$ cat config.mk
export PLATFORM = sky130hd
export DESIGN_NAME = osfl_top
export DESIGN_NICKNAME = d
export VERILOG_FILES = /design/src/core/osfl_pkg.sv /design/src/core/osfl_channel.sv /design/src/core/osfl_top.sv
export SDC_FILE = /design/constraint.sdc
export NUM_CORES = 1
export LEC_CHECK = 0
export BUFFER_PORTS_ARGS = -buffer_cell sky130_fd_sc_hd__buf_2
export CAP_MARGIN = 30
export CELL_PAD_IN_SITES_DETAIL_PLACEMENT = 0
export CELL_PAD_IN_SITES_GLOBAL_PLACEMENT = 1
export CORE_AREA = 10 10 229 231
export CTS_CLUSTER_DIAMETER = 100
export CTS_CLUSTER_SIZE = 8
export DETAILED_ROUTE_END_ITERATION = 10
export DIE_AREA = 0 0 239 241
export GPL_TIMING_DRIVEN = 0
export PLACE_DENSITY = 0.67
export REMOVE_ABC_BUFFERS = 1
export SYNTH_ARGS = -nofsm -noshare
export SYNTH_HDL_FRONTEND = slang
export SYNTH_SLANG_ARGS = --single-unit
$ cat constraint.sdc
create_clock -name clk -period 1.6 [get_ports clk]
set_input_delay 0.32 -clock clk [delete_from_list [all_inputs] [get_ports clk]]
set_output_delay 0.32 -clock clk [all_outputs]
set_load 0.05 [all_outputs]
$ cat src/core/osfl_pkg.sv
package osfl_pkg;
    localparam int NUM_OUT = 8;
    localparam int CLK_PERIOD_NS = 10;
    // Turn-on delay window, least figure, rounded up
    localparam int WIN_MIN_US = 70;
    localparam int WIN_CYCLES = (WIN_MIN_US * 1000 + CLK_PERIOD_NS - 1) / CLK_PERIOD_NS;
    // Current-limit entry between these two figures
    localparam int LIMIT_MIN_NS = 5000;
    localparam int LIMIT_MAX_NS = 10000;
    localparam int LIMIT_CYCLES = (LIMIT_MIN_NS + CLK_PERIOD_NS - 1) / CLK_PERIOD_NS;
    // Late short shutdown bound, rounded down
    localparam int TRIP_MAX_NS = 20000;
    localparam int TRIP_CYCLES = TRIP_MAX_NS / CLK_PERIOD_NS;
    localparam int CNT_W = 16;
    localparam int LIM_W = 10;
    localparam logic [7:0] WORD_ALL_OFF = 8'hff;
    localparam logic [3:0] BITS_PER_WORD = 4'h8;
    localparam logic [3:0] BITS_ZERO = 4'h0;

    typedef enum logic [1:0] {
        CH_OFF  = 2'b00,
        CH_WIN  = 2'b01,
        CH_ON   = 2'b10,
        CH_TRIP = 2'b11
    } osfl_chan_state_type;

    typedef struct packed {
        logic sclk;
        logic cs_n;
        logic si;
        logic short_shutdown_select;
        logic load_over_voltage;
        logic logic_under_voltage;
        logic [7:0] drain_fault_threshold;
        logic [7:0] over_temp;
    } osfl_pins_type;
endpackage

$ cat src/core/osfl_channel.sv
`timescale 1ns/1ps
module osfl_channel #(
    parameter int DELAY_CYCLES = osfl_pkg::WIN_CYCLES
) (
    // Clock and reset
    input wire logic clk,
    input wire logic reset,
    // Command
    input wire logic load,
    input wire logic cmd_on,
    input wire logic sel,
    // Sensing
    input wire logic drain_high,
    input wire logic over_temp,
    input wire logic global_off,
    // Results
    output logic gate,
    output logic limit
);
    osfl_pkg::osfl_chan_state_type st_ff, nxt_st;
    logic [osfl_pkg::CNT_W-1:0] cnt_ff, nxt_cnt;
    logic [osfl_pkg::LIM_W-1:0] lim_ff, nxt_lim;
    logic therm_ff, nxt_therm;
    logic gate_ff, nxt_gate;
    logic limit_ff, nxt_limit;

    always_comb begin
        nxt_st = st_ff;
        nxt_cnt = cnt_ff;
        nxt_therm = therm_ff;
        nxt_lim = lim_ff;
        nxt_limit = 1'b0;
        if (load) begin
            if (!over_temp) begin
                nxt_therm = 1'b0;
            end
            if (cmd_on) begin
                nxt_st = osfl_pkg::CH_WIN;
                nxt_cnt = '0;
            end else begin
                nxt_st = osfl_pkg::CH_OFF;
            end
        end else begin
            case (st_ff)
                osfl_pkg::CH_WIN: begin
                    nxt_cnt = cnt_ff + 16'h0001;
                    if (cnt_ff == osfl_pkg::CNT_W'(DELAY_CYCLES - 1)) begin
                        nxt_st = (drain_high && !sel) ? osfl_pkg::CH_TRIP : osfl_pkg::CH_ON;
                    end
                end
                osfl_pkg::CH_ON: begin
                    if (gate_ff && drain_high && !sel) begin
                        nxt_st = osfl_pkg::CH_TRIP;
                    end
                end
                osfl_pkg::CH_TRIP: nxt_st = osfl_pkg::CH_TRIP;
                osfl_pkg::CH_OFF: nxt_st = osfl_pkg::CH_OFF;
                default: nxt_st = osfl_pkg::CH_OFF;
            endcase
        end
        // Thermal latch, set wins over the clear
        if (over_temp) begin
            nxt_therm = 1'b1;
        end
        // Current limit after the least entry time while the short stays
        if (sel && gate_ff && drain_high) begin
            if (lim_ff == osfl_pkg::LIM_W'(osfl_pkg::LIMIT_CYCLES)) begin
                nxt_limit = 1'b1;
            end else begin
                nxt_lim = lim_ff + 10'h001;
            end
        end else begin
            nxt_lim = '0;
        end
        nxt_gate = (nxt_st == osfl_pkg::CH_WIN || nxt_st == osfl_pkg::CH_ON)
            && !nxt_therm && !global_off;
    end

    always_ff @(posedge clk) begin
        if (reset) begin
            st_ff <= osfl_pkg::CH_OFF;
            cnt_ff <= '0;
            lim_ff <= '0;
            therm_ff <= 1'b0;
            gate_ff <= 1'b0;
            limit_ff <= 1'b0;
        end else begin
            st_ff <= nxt_st;
            cnt_ff <= nxt_cnt;
            lim_ff <= nxt_lim;
            therm_ff <= nxt_therm;
            gate_ff <= nxt_gate;
            limit_ff <= nxt_limit;
        end
    end

    assign gate = gate_ff;
    assign limit = limit_ff;
endmodule

$ cat src/core/osfl_top.sv
`timescale 1ns/1ps
// Function
// - Chip select rise with output on starts that output and its delay window.
// - Select low: short before or in window trips only at window end.
// - Select low: short after window trips the output within 20 us.
// - Select high: never trip on over-current; limit within 5 to 10 us.
// - Each output has its own shutdown logic; thermal and over-voltage ignore select.
// - Select high: output resumes when short goes, unless thermally shut down.
// - Select low: tripped output stays off until the next write cycle.
// - Select low, persistent short: each on command gives one window then trips again.
// - Logic supply under-voltage turns all outputs off and sets status all off.
// - Load supply under-voltage neither shuts down nor resets anything.
// - Status bit equal to previous command bit means no fault.
// - Command bit high programs output off, low programs it on.
// - Output commanded off with open load returns status low.
// - Output commanded on with over-current returns status high.
// - Over-temperature disables only that output until the first write cycle after it clears.
// - Load supply over-voltage turns all outputs off and latches them off.
// - Device samples data on clock fall and changes status on clock rise.
// - Chip select rise applies the word; chip select fall loads status.
// - First word after over-voltage shifts out all ones.
module osfl_top #(
    parameter int DELAY_CYCLES = osfl_pkg::WIN_CYCLES
) (
    // Clock and reset
    input wire logic clk,
    input wire logic reset,
    // Serial link
    input wire logic sclk,
    input wire logic cs_n,
    input wire logic si,
    output logic so,
    output logic so_oe_n,
    // Mode and supply monitors
    input wire logic short_shutdown_select,
    input wire logic load_over_voltage,
    input wire logic logic_under_voltage,
    // Per-output sensing
    input wire logic [7:0] drain_fault_threshold,
    input wire logic [7:0] over_temp,
    // Output switches
    output logic [7:0] out_on,
    output logic [7:0] out_limit
);
    osfl_pkg::osfl_pins_type pins_w;
    osfl_pkg::osfl_pins_type s1_ff, s2_ff;
    logic sclk_d_ff, cs_n_d_ff;
    logic [7:0] shift_ff, nxt_shift;
    logic [3:0] bits_ff, nxt_bits;
    logic so_ff, nxt_so;
    logic so_oe_n_ff, nxt_so_oe_n;
    logic [7:0] cmd_ff, nxt_cmd;
    logic ov_latch_ff, nxt_ov_latch;
    logic ov_report_ff, nxt_ov_report;
    logic load_ff, nxt_load;
    logic rst_all;
    logic cs_fall, cs_rise, sclk_fall, sclk_rise;
    logic global_off;
    logic [7:0] status_w;
    logic [7:0] gate_w;
    logic [7:0] limit_w;

    assign pins_w = '{
        sclk: sclk,
        cs_n: cs_n,
        si: si,
        short_shutdown_select: short_shutdown_select,
        load_over_voltage: load_over_voltage,
        logic_under_voltage: logic_under_voltage,
        drain_fault_threshold: drain_fault_threshold,
        over_temp: over_temp
    };

    // Two-stage synchroniser for every pin input
    always_ff @(posedge clk) begin
        if (reset) begin
            s1_ff <= '{sclk: 1'b0, cs_n: 1'b1, default: '0};
            s2_ff <= '{sclk: 1'b0, cs_n: 1'b1, default: '0};
            sclk_d_ff <= 1'b0;
            cs_n_d_ff <= 1'b1;
        end else begin
            s1_ff <= pins_w;
            s2_ff <= s1_ff;
            sclk_d_ff <= s2_ff.sclk;
            cs_n_d_ff <= s2_ff.cs_n;
        end
    end

    assign rst_all = reset || s2_ff.logic_under_voltage;
    assign cs_fall = cs_n_d_ff && !s2_ff.cs_n;
    assign cs_rise = !cs_n_d_ff && s2_ff.cs_n;
    assign sclk_fall = sclk_d_ff && !s2_ff.sclk && !s2_ff.cs_n;
    assign sclk_rise = !sclk_d_ff && s2_ff.sclk && !s2_ff.cs_n;
    // Load supply sag has no input: outputs keep following the command word
    assign global_off = ov_latch_ff || s2_ff.load_over_voltage;

    // Serial word, command latch and over-voltage bookkeeping
    always_comb begin
        nxt_shift = shift_ff;
        nxt_bits = bits_ff;
        nxt_so = so_ff;
        nxt_so_oe_n = so_oe_n_ff;
        nxt_cmd = cmd_ff;
        nxt_ov_latch = ov_latch_ff;
        nxt_ov_report = ov_report_ff;
        nxt_load = 1'b0;
        if (cs_fall) begin
            nxt_shift = ov_report_ff ? osfl_pkg::WORD_ALL_OFF : status_w;
            nxt_bits = osfl_pkg::BITS_ZERO;
            nxt_so = nxt_shift[7];
            nxt_so_oe_n = 1'b0;
        end else if (sclk_fall && bits_ff != osfl_pkg::BITS_PER_WORD) begin
            nxt_shift = {shift_ff[6:0], s2_ff.si};
            nxt_bits = bits_ff + 4'h1;
        end else if (sclk_rise) begin
            nxt_so = shift_ff[7];
        end else if (cs_rise) begin
            nxt_so_oe_n = 1'b1;
            if (bits_ff == osfl_pkg::BITS_PER_WORD) begin
                nxt_cmd = shift_ff;
                nxt_load = 1'b1;
                nxt_ov_report = 1'b0;
                if (!s2_ff.load_over_voltage) begin
                    nxt_ov_latch = 1'b0;
                end
            end
        end
        if (s2_ff.load_over_voltage) begin
            nxt_ov_latch = 1'b1;
            nxt_ov_report = 1'b1;
            nxt_cmd = osfl_pkg::WORD_ALL_OFF;
            nxt_load = 1'b0;
        end
    end

    always_ff @(posedge clk) begin
        if (rst_all) begin
            shift_ff <= osfl_pkg::WORD_ALL_OFF;
            bits_ff <= osfl_pkg::BITS_ZERO;
            so_ff <= 1'b1;
            so_oe_n_ff <= 1'b1;
            cmd_ff <= osfl_pkg::WORD_ALL_OFF;
            ov_latch_ff <= 1'b0;
            ov_report_ff <= 1'b0;
            load_ff <= 1'b0;
        end else begin
            shift_ff <= nxt_shift;
            bits_ff <= nxt_bits;
            so_ff <= nxt_so;
            so_oe_n_ff <= nxt_so_oe_n;
            cmd_ff <= nxt_cmd;
            ov_latch_ff <= nxt_ov_latch;
            ov_report_ff <= nxt_ov_report;
            load_ff <= nxt_load;
        end
    end

    // One independent protection channel per output
    genvar gi;
    generate
        for (gi = 0; gi < osfl_pkg::NUM_OUT; gi++) begin : g_chan
            osfl_channel #(
                .DELAY_CYCLES(DELAY_CYCLES)
            ) u_chan (
                .clk(clk),
                .reset(rst_all),
                .load(load_ff),
                .cmd_on(!cmd_ff[gi]),
                .sel(s2_ff.short_shutdown_select),
                .drain_high(s2_ff.drain_fault_threshold[gi]),
                .over_temp(s2_ff.over_temp[gi]),
                .global_off(global_off),
                .gate(gate_w[gi]),
                .limit(limit_w[gi])
            );
            // Drain above threshold: short when on, healthy when off
            assign status_w[gi] = !cmd_ff[gi]
                ? (s2_ff.drain_fault_threshold[gi] || !gate_w[gi])
                : s2_ff.drain_fault_threshold[gi];
        end
    endgenerate

    assign so = so_ff;
    assign so_oe_n = so_oe_n_ff;
    assign out_on = gate_w;
    assign out_limit = limit_w;
endmodule

==> results of run 1 <==
[timing repair]
item | CTS | global route
endpoints found under the hold margin | 15 | 0
pin swaps | 111 | 94
hold buffers | 15 | 0
setup endpoints to repair | 272 | 164
setup buffers | 105 | 35
cloned | 8 | 0
resized for setup | 194 | 144
[synthesized netlist by cell type (35+ instances only)]
master	instances	area, um^2
dfxtp_1	318	6370
nor2_1	177	664
a21oi_1	104	521
nand2_1	82	308
nand3_1	82	410
o21ai_0	77	385
xor2_1	64	561
nor2b_1	57	357
inv_1	56	210
or3_1	45	282
nand4_1	38	238
clkbuf_1	35	131
[metrics by stage]
stage	setup slack, ns	instance area (um^2)	hold slack, ns	power (mW)
CTS	-0.224	18100	0.00275	17.4
global placement	-3.00	14800	0.397	8.53
floorplan	-1.39	13800	0.389	8.37
global route	-0.299	18800	0.0116	17.7
detailed placement	-1.24	14900	0.399	8.56
finish	-0.247	18800	0.0210	17.1
[cell families after synthesis]
family          after synthesis  share of synthesized area [%]
simple gates                679                           26.7
mux                          31                           2.21
xor+xnor                     91                           5.63
fa+ha+maj                    29                           2.56
flops                       318                           45.0
buf+inv                     120                           3.81
compound gates              318                           14.1
[final cells by class]
type	instances	area share, %
clock inverter	2	0.193
sequential	318	34.2
clock buffer	47	6.19
multi-input combinational	1153	44.3
inverter	56	1.14
timing repair buffer	199	9.85
tap	615	4.09
[critical path: stages (launching register included)]
cell	delay (ns)
dfxtp_4	0.37
buf_12	0.15
or3b_4	0.41
a211o_4	0.38
or3_4	0.33
a21oi_2	0.11
[power groups by stage]
stage	Combinational [mW]	Sequential (mW)	Clock, mW
final	0.483	8.04	8.54
after global routing	0.524	8.04	9.14
after CTS	0.464	8.05	8.86
after detailed placement	0.342	8.22	0
after global placement	0.313	8.21	0
after floorplan	0.172	8.20	0
[worst paths after layout]
kind | endpoint | start | cells after the start | slack, ns
setup / recovery | g_chan[4].u_chan.cnt_ff[12] | load_ff | 5 | -0.25
hold / removal | s1_ff[4] | over_temp[4] | 2 | 0.02
setup reg to reg | g_chan[4].u_chan.cnt_ff[12] | load_ff | 5 | -0.25
hold reg to reg | s2_ff[20] | s1_ff[20] | 1 | 0.41
[routing by layer]
layer | routed length (um) | vias up | track usage [%]
met1 | 17200 | 5831 | 16.2
li1 | - | 6090 | -
met2 | 16900 | 199 | 19.9
met4 | 713 | 0 | 3.43
met3 | 1780 | 56 | 2.74
met5 | 0 | - | 0
[state kept, by name, summed over array words and instances, names as in the netlist]
register                cells
bits_ff                     4
cmd_ff                      8
cs_n_d_ff                   1
g_chan.u_chan.cnt_ff      128
g_chan.u_chan.gate          8
g_chan.u_chan.lim_ff       80
g_chan.u_chan.limit         8
g_chan.u_chan.st_ff        16
g_chan.u_chan.therm_ff      8
load_ff                     1
ov_report_ff                1
s1_ff                      22
s2_ff                      22
sclk_d_ff                   1
shift_ff                    8
so                          1
so_oe_n                     1
==> results.ini, run 1 <==
[routing]
vias=12200
first_iter_violations=548
via_per_inst=5.09
firstDrtPassIters=5
ant_nets=0
wl_per_cell_um=15.3
wl_mm=36.6
drc_errors=0

[sta]
period_minus_slack_ns=1.85
rsz0062_at_grt=yes
setup_viol=88
maxClockFrequency_ghz=0.541
finalSetupTns_ns=-9.50
slew_headroom_pct=60.2
worst_slack_ns=-0.247
finalCritPeriodShare_pct=115
slew_viol_final=0
worst_pin_slew_ns=0.596
hold_viol=0
clock_skew_ns=0.0271

[pwr]
power_frac_seq_pct=47.1
leakage_nw=6.59
ir_worst_vdd_uv=705
power.share.switching_pct=22.1
clockPowerShare_pct=50.0
switching_power_mw=3.77
p_comb_share_pct=2.8
intPower_mw=13.3
pwr_density_cell_nw_per_um2=907

[floorplan]
die_area_um2=57600
core_area_um2=47500
fp.dieW_um=239
io_pins=42
initial_core_util_pct=29.8
die_h_um=241
rows=80

[logic_synthesis]
avgSynthCellArea_um2=8.92
syn-cell-area_um2=14200
yosys_register_bits=318
netlist_instances=1586
synth_edf_count=0
ys_seq_area_share_pct=45.0
synth_cell_types=72
yosys_warnings=0
ys_async_sr_fraction_pct=0
dominantRegCellSynth=dfxtp_1

[min_path]
hp-class=primary input to register

[cells_and_area]
final_nets=1826
antenna_cells=0
multi_input_area_um2=8340
n_fill_cell=4650
layout_commonest_cell=dfxtp_1
regArea_um2=6440
final_cell_mix=280 x dfxtp_1, 167 x nor2_1, 83 x a21oi_1
final_util_pct=39.6
syn2layout_area_growth_pct=33.0
final_cells=2390
drive_gt1_share_pct=25.2

[global_route]
grt_start_max_net_pins=31
antenna_found_initial=0
grt_pass1_vias=11500
grt_first_pass_wirelength_mm=59.1
track_usage_pct=12.3
grt-ovfl-total=0

[clock_network]
cts_buffers=45
htree_levels=2
cts_tree=done
clockBufferDepth=3
clk_pin_slew_worst_paths_ns=0.05
cts.sinks=318
ctsRootBufferMaster=clkbuf_16
insertion_delay_ns=0.57

[placement]
gp_congestion=0.784
numPlacedInstances=2185
port-buffer-count=41
dp_hpwl_mm=21.5

[setup_path]
crit_fanout=7
crit_type=register to register
startpoint_type=register
cp.arrival_ns=2.33
worst_setup_path_end_kind=register
required_ns=2.09

[status]
run_status=finished with violations
violations=setup timing

[job]
drv_cap=0

(Power assumes the default switching activity.)
==> run 2: changes to the inputs <==
- GPL_TIMING_DRIVEN: 0 -> default
- PLACE_DENSITY: 0.67 -> 0.65
- SKIP_CTS_REPAIR_TIMING: default -> 1
- clock period: 1.6 -> 2 ns (I/O delays scaled with it)
==> run 2 against run 1 <==
Net effect: the flow now finishes without violations; clock-buffer cell count rose by 1; global-route usage fell by 0.83 points; combinational power fell by 39%; fmax fell by 4.1%; power fell by 21%; routed wire length fell by 9.9%; clock power fell by 20%; critical path type unchanged; critical endpoint is now g_chan[7].u_chan.gate; largest cell class unchanged.
==> results.ini, run 2 (same netlist as run 1, synthesis figures left out) <==
[routing]
drc_errors=0  ; unchanged
via_per_inst=4.97  ; -2.5%
first_iter_violations=537  ; -2.0%
firstDrtPassIters=5  ; unchanged
wl_mm=33.0  ; -9.9%
wl_per_cell_um=14.2  ; -7.2%
ant_nets=0  ; unchanged
vias=11500  ; -5.4%

[sta]
maxClockFrequency_ghz=0.519  ; -4.1%
hold_viol=0  ; unchanged
slew_viol_final=0  ; unchanged
rsz0062_at_grt=yes
finalSetupTns_ns=0  ; +9.50 ns
setup_viol=0  ; -100%
period_minus_slack_ns=1.93  ; +0.0796 ns
worst_pin_slew_ns=0.515  ; -0.0814 ns
clock_skew_ns=0.0126  ; -0.0145 ns
finalCritPeriodShare_pct=96.3  ; -19 points
whs_ns=0.0269  ; +0.00583 ns
slew_headroom_pct=65.5  ; +5.3 points

[cells_and_area]
layout_commonest_cell=dfxtp_1
fin_area_um2=16700  ; -11%
drive_gt1_share_pct=12.5  ; -13 points
syn2layout_area_growth_pct=18.1
largest_reg_flops=128  ; unchanged
regArea_um2=6370  ; -1.1%
regMostFlops=g_chan.u_chan.cnt_ff
n_fill_cell=4852  ; +4.3%
top_regs=g_chan.u_chan.cnt_ff x128, g_chan.u_chan.lim_ff x80
antenna_cells=0  ; unchanged
final_util_pct=35.2  ; -4.4 points
final_nets=1755  ; -3.9%
multi_input_area_um2=7260  ; -13%
final_cell_mix=317 x dfxtp_1, 177 x nor2_1, 104 x a21oi_1

[floorplan]
initial_core_util_pct=29.8  ; unchanged
fp.dieW_um=239  ; unchanged
die_area_um2=57600  ; unchanged
io_pins=42  ; unchanged
rows=80  ; unchanged
die_h_um=241  ; unchanged
core_area_um2=47500  ; unchanged

[setup_path]
crit_fanout=5  ; -2
r2r_end=g_chan[7].u_chan.gate
required_ns=2.45  ; +0.36 ns
rr_worst_depth=5  ; unchanged
worst_setup_path_end_kind=register
reg2reg_from=g_chan[7].u_chan.cnt_ff[10]
cp.arrival_ns=2.37  ; +0.04 ns
reg2reg_setup_slack_ns=0.07  ; +0.32 ns
startpoint_type=register
crit_type=register to register

[clock_network]
insertion_delay_ns=0.56  ; about the same
clk_pin_slew_worst_paths_ns=0.05  ; about the same
clockBufferDepth=3  ; unchanged
cts_buffers=45  ; unchanged
ctsRootBufferMaster=clkbuf_16
cts.sinks=318  ; unchanged
htree_levels=2  ; unchanged
cts_tree=done

[pwr]
pwr_density_cell_nw_per_um2=810  ; -11%
total_power_mw=13.5  ; -21%
leakage_nw=5.98  ; -9.4%
ir_worst_vdd_uv=640  ; -9.2%

[placement]
dp_hpwl_mm=23.1  ; +7.4%
port-buffer-count=41  ; unchanged
gp_congestion=0.803  ; +2.4%
place_area_um2=15500  ; +3.9%

[global_route]
grt-ovfl-total=0  ; unchanged
grt_pass1_vias=11100  ; -3.4%
antenna_found_initial=0  ; unchanged
grt_first_pass_wirelength_mm=55.5  ; -6.1%
grt_start_max_net_pins=34  ; +9.7%
track_usage_pct=11.5  ; -0.83 points

[min_path]
min_to=s1_ff[20]
hp-class=primary input to register
min_from=cs_n
whs_path_depth=2  ; unchanged

[status]
run_status=complete, no violations

[job]
drv_cap=0  ; unchanged

run 2: cell count changes in the layout (fill, tap and decap cells not counted), moves of 10 or more:
cell | before | now
or4_4 | 10 | 0
o21ai_0 | 60 | 77
o21ai_4 | 10 | 0
dfxtp_1 | 280 | 317
dlygate4sd3_1 | 15 | 0
buf_6 | 53 | 0
a21oi_2 | 21 | 0
dfxtp_2 | 28 | 0
or4_1 | 18 | 28
nand3_1 | 71 | 82
nor2_1 | 167 | 177
a21oi_1 | 83 | 104
buf_12 | 13 | 1
run 2: worst max path at each step:
| stage | cells past startpoint | start | to |
|---|---|---|---|
| 2_1_floorplan | 4 | load_ff | g_chan[6].u_chan.cnt_ff[6] |
| 3_3_place_gp | 6 | load_ff | g_chan[6].u_chan.cnt_ff[14] |
| 3_5_place_dp | 6 | load_ff | g_chan[6].u_chan.cnt_ff[14] |
| 4_1_cts | 5 | load_ff | g_chan[0].u_chan.cnt_ff[9] |
| 5_1_grt | 6 | load_ff | g_chan[6].u_chan.cnt_ff[12] |
| 6_report | 5 | g_chan[7].u_chan.cnt_ff[10] | g_chan[7].u_chan.gate |
run 2: layout make-up:
type                       instances  share of cell area (%)
inverter                          56                    1.26
multi-input combinational       1148                    43.4
sequential                       318                    38.1
timing repair buffer             133                    5.43
tap                              615                    4.60
clock buffer                      48                    7.12
clock inverter                     1                  0.0524
run 2: worst max-delay path: stages, from the launching register on:
cell and delay [ns]:
dfxtp_1 0.34, or4b_2 0.68, nor4_1 0.35, buf_4 0.19, a21oi_1 0.06, o211a_1 0.20
run 2: stage by stage:
stage          worst slack, ns  cells
5_1_grt                -0.0136   2319
2_1_floorplan           -0.989   1522
3_3_place_gp            0.0466   2268
4_1_cts                -0.0112   2317
3_5_place_dp           0.00402   2268
6_report                0.0736   2319
run 2: where the power goes:
group / total (mW) / leakage [nW] / internal [mW] / switching (mW)
registers: 6.45 / 2.57 / 6.41 / 0.0373
clock network: 6.79 / 0.591 / 4.13 / 2.67
logic: 0.294 / 2.81 / 0.114 / 0.180
total: 13.5 / 5.98 / 10.6 / 2.88
run 2: layer usage:
layer	vias up	track usage, %	wire (um)
met3	50	2.22	1060
li1	5934	-	-
met1	5406	15.2	16600
met5	-	0	0
met2	133	18.3	14600
met4	0	4.17	778
==> run 3: changes to the inputs <==
- PLACE_DENSITY: 0.65 -> 0.6
- clock period: 2 -> 1.95 ns (I/O delays scaled with it)
==> run 3 against run 2 <==
Net effect: die area is the same; sequential cell count unchanged; largest power group unchanged; final cell count fell by 0.22%.
==> results.ini, run 3 (same netlist as run 1, synthesis figures left out) <==
[placement]
gp_congestion=0.769  ; -4.2%
numPlacedInstances=2266  ; -0.088%
dp_hpwl_mm=23.3  ; +0.88%
port-buffer-count=41  ; unchanged

[cells_and_area]
final_cell_mix=317 x dfxtp_1, 177 x nor2_1, 104 x a21oi_1
top_regs=g_chan.u_chan.cnt_ff x128, g_chan.u_chan.lim_ff x80
multi_input_area_um2=7280  ; +0.31%
regArea_um2=6370  ; unchanged
drive_gt1_share_pct=12.2  ; -0.26 points
largest_reg_flops=128  ; unchanged
n_fill_cell=4899  ; +0.97%
regMostFlops=g_chan.u_chan.cnt_ff
layout_commonest_cell=dfxtp_1
antenna_cells=0  ; unchanged
final_nets=1753  ; -0.11%
syn2layout_area_growth_pct=17.9
final_cells=2314  ; -0.22%

[setup_path]
crit_fanout=7  ; +2
crit_type=register to register
reg2reg_setup_slack_ns=0.08  ; about the same
worst_setup_path_end_kind=register
startpoint_type=register
required_ns=2.43  ; -0.02 ns
cp.arrival_ns=2.34  ; -0.03 ns

[global_route]
track_usage_pct=11.6  ; +0.14 points
grt-ovfl-total=0  ; unchanged
grt_start_max_net_pins=36  ; +5.9%
antenna_found_initial=0  ; unchanged
grt_first_pass_wirelength_mm=56.3  ; +1.6%
grt_pass1_vias=11100  ; -0.40%

[pwr]
ir_worst_vdd_uv=528  ; -17%
leakage_nw=5.93  ; -0.70%
total_power_mw=13.6  ; +0.87%
pwr_density_cell_nw_per_um2=818  ; +1.1%

[routing]
wl_mm=33.4  ; +1.3%
ant_nets=0  ; unchanged
vias=11500  ; -0.31%
drc_errors=0  ; unchanged
firstDrtPassIters=5  ; unchanged
first_iter_violations=590  ; +9.9%
via_per_inst=4.96  ; about the same
wl_per_cell_um=14.4  ; +1.5%

[clock_network]
htree_levels=2  ; unchanged
ctsRootBufferMaster=clkbuf_16
cts_buffers=45  ; unchanged
clk_pin_slew_worst_paths_ns=0.05  ; about the same
cts.sinks=318  ; unchanged
cts_tree=done
clockBufferDepth=3  ; unchanged
insertion_delay_ns=0.54  ; -0.02 ns

[sta]
period_minus_slack_ns=1.87  ; -0.0609 ns
worst_pin_slew_ns=0.588  ; +0.0736 ns
hold_viol=0  ; unchanged
clock_skew_ns=0.00969  ; -0.00293 ns
finalCritPeriodShare_pct=95.7  ; -0.66 points
slew_viol_final=0  ; unchanged
setup_viol=0  ; unchanged
slew_headroom_pct=60.5  ; -5.0 points
maxClockFrequency_ghz=0.536  ; +3.3%

[floorplan]
initial_core_util_pct=29.8  ; unchanged
fp.dieW_um=239  ; unchanged
io_pins=42  ; unchanged
die_area_um2=57600  ; unchanged
core_area_um2=47500  ; unchanged
rows=80  ; unchanged
die_h_um=241  ; unchanged

[min_path]
hp-class=primary input to register

[status]
run_status=complete, no violations

[job]
drv_cap=0  ; unchanged

run 3: worst max-delay path, stage by stage, from the launching register on:
cell and delay, ns:
dfxtp_4 0.39, or3b_2 0.58, nor4_1 0.38, mux2_2 0.38, nor2_1 0.08
run 3: cell type report:
type / instances / share of cell area (%)
clock buffer: 46 / 6.83
inverter: 56 / 1.26
multi-input combinational: 1148 / 43.6
sequential: 318 / 38.2
tap: 615 / 4.61
timing repair buffer: 131 / 5.45
run 3: per-stage QoR:
| stage | cell area (um^2) | worst slack [ns] | utilization, % | setup TNS, ns | hold slack (ns) |
|---|---|---|---|---|---|
| after floorplan | 13800 | -1.04 | - | -68.83 | 0.389 |
| after global placement | 15500 | -0.00525 | 32.6 | -0.00603 | 0.409 |
| after detailed placement | 15500 | -0.0206 | 32.6 | -0.0360 | 0.408 |
| after CTS | 16600 | -0.0314 | 35.0 | -0.0613 | 0.00289 |
| after global routing | 16700 | -0.0103 | 35.1 | -0.0103 | 0.0276 |
| final | 16700 | 0.0845 | 35.1 | 0 | 0.0431 |
run 3: routing by layer:
layer / track usage (%) / routed length, um / vias to the layer above
met5: 0 / 0 / -
met3: 2.18 / 1190 / 40
met1: 15.2 / 16400 / 5413
li1: - / - / 5905
met2: 19.1 / 15200 / 129
met4: 3.80 / 659 / 0
run 3: worst paths after layout:
check / start / end / cells after the start
worst max register to register: load_ff / g_chan[7].u_chan.cnt_ff[10] / 4
worst min register to register: s1_ff[20] / s2_ff[20] / 1
worst min-delay path: cs_n / s1_ff[20] / 2
worst max-delay path: load_ff / g_chan[7].u_chan.cnt_ff[10] / 4
run 3: power by group:
| part | switching (mW) | internal [mW] | leakage, nW |
|---|---|---|---|
| combinational | 0.187 | 0.118 | 2.80 |
| clock | 2.68 | 4.05 | 0.562 |
| sequential | 0.0373 | 6.57 | 2.57 |
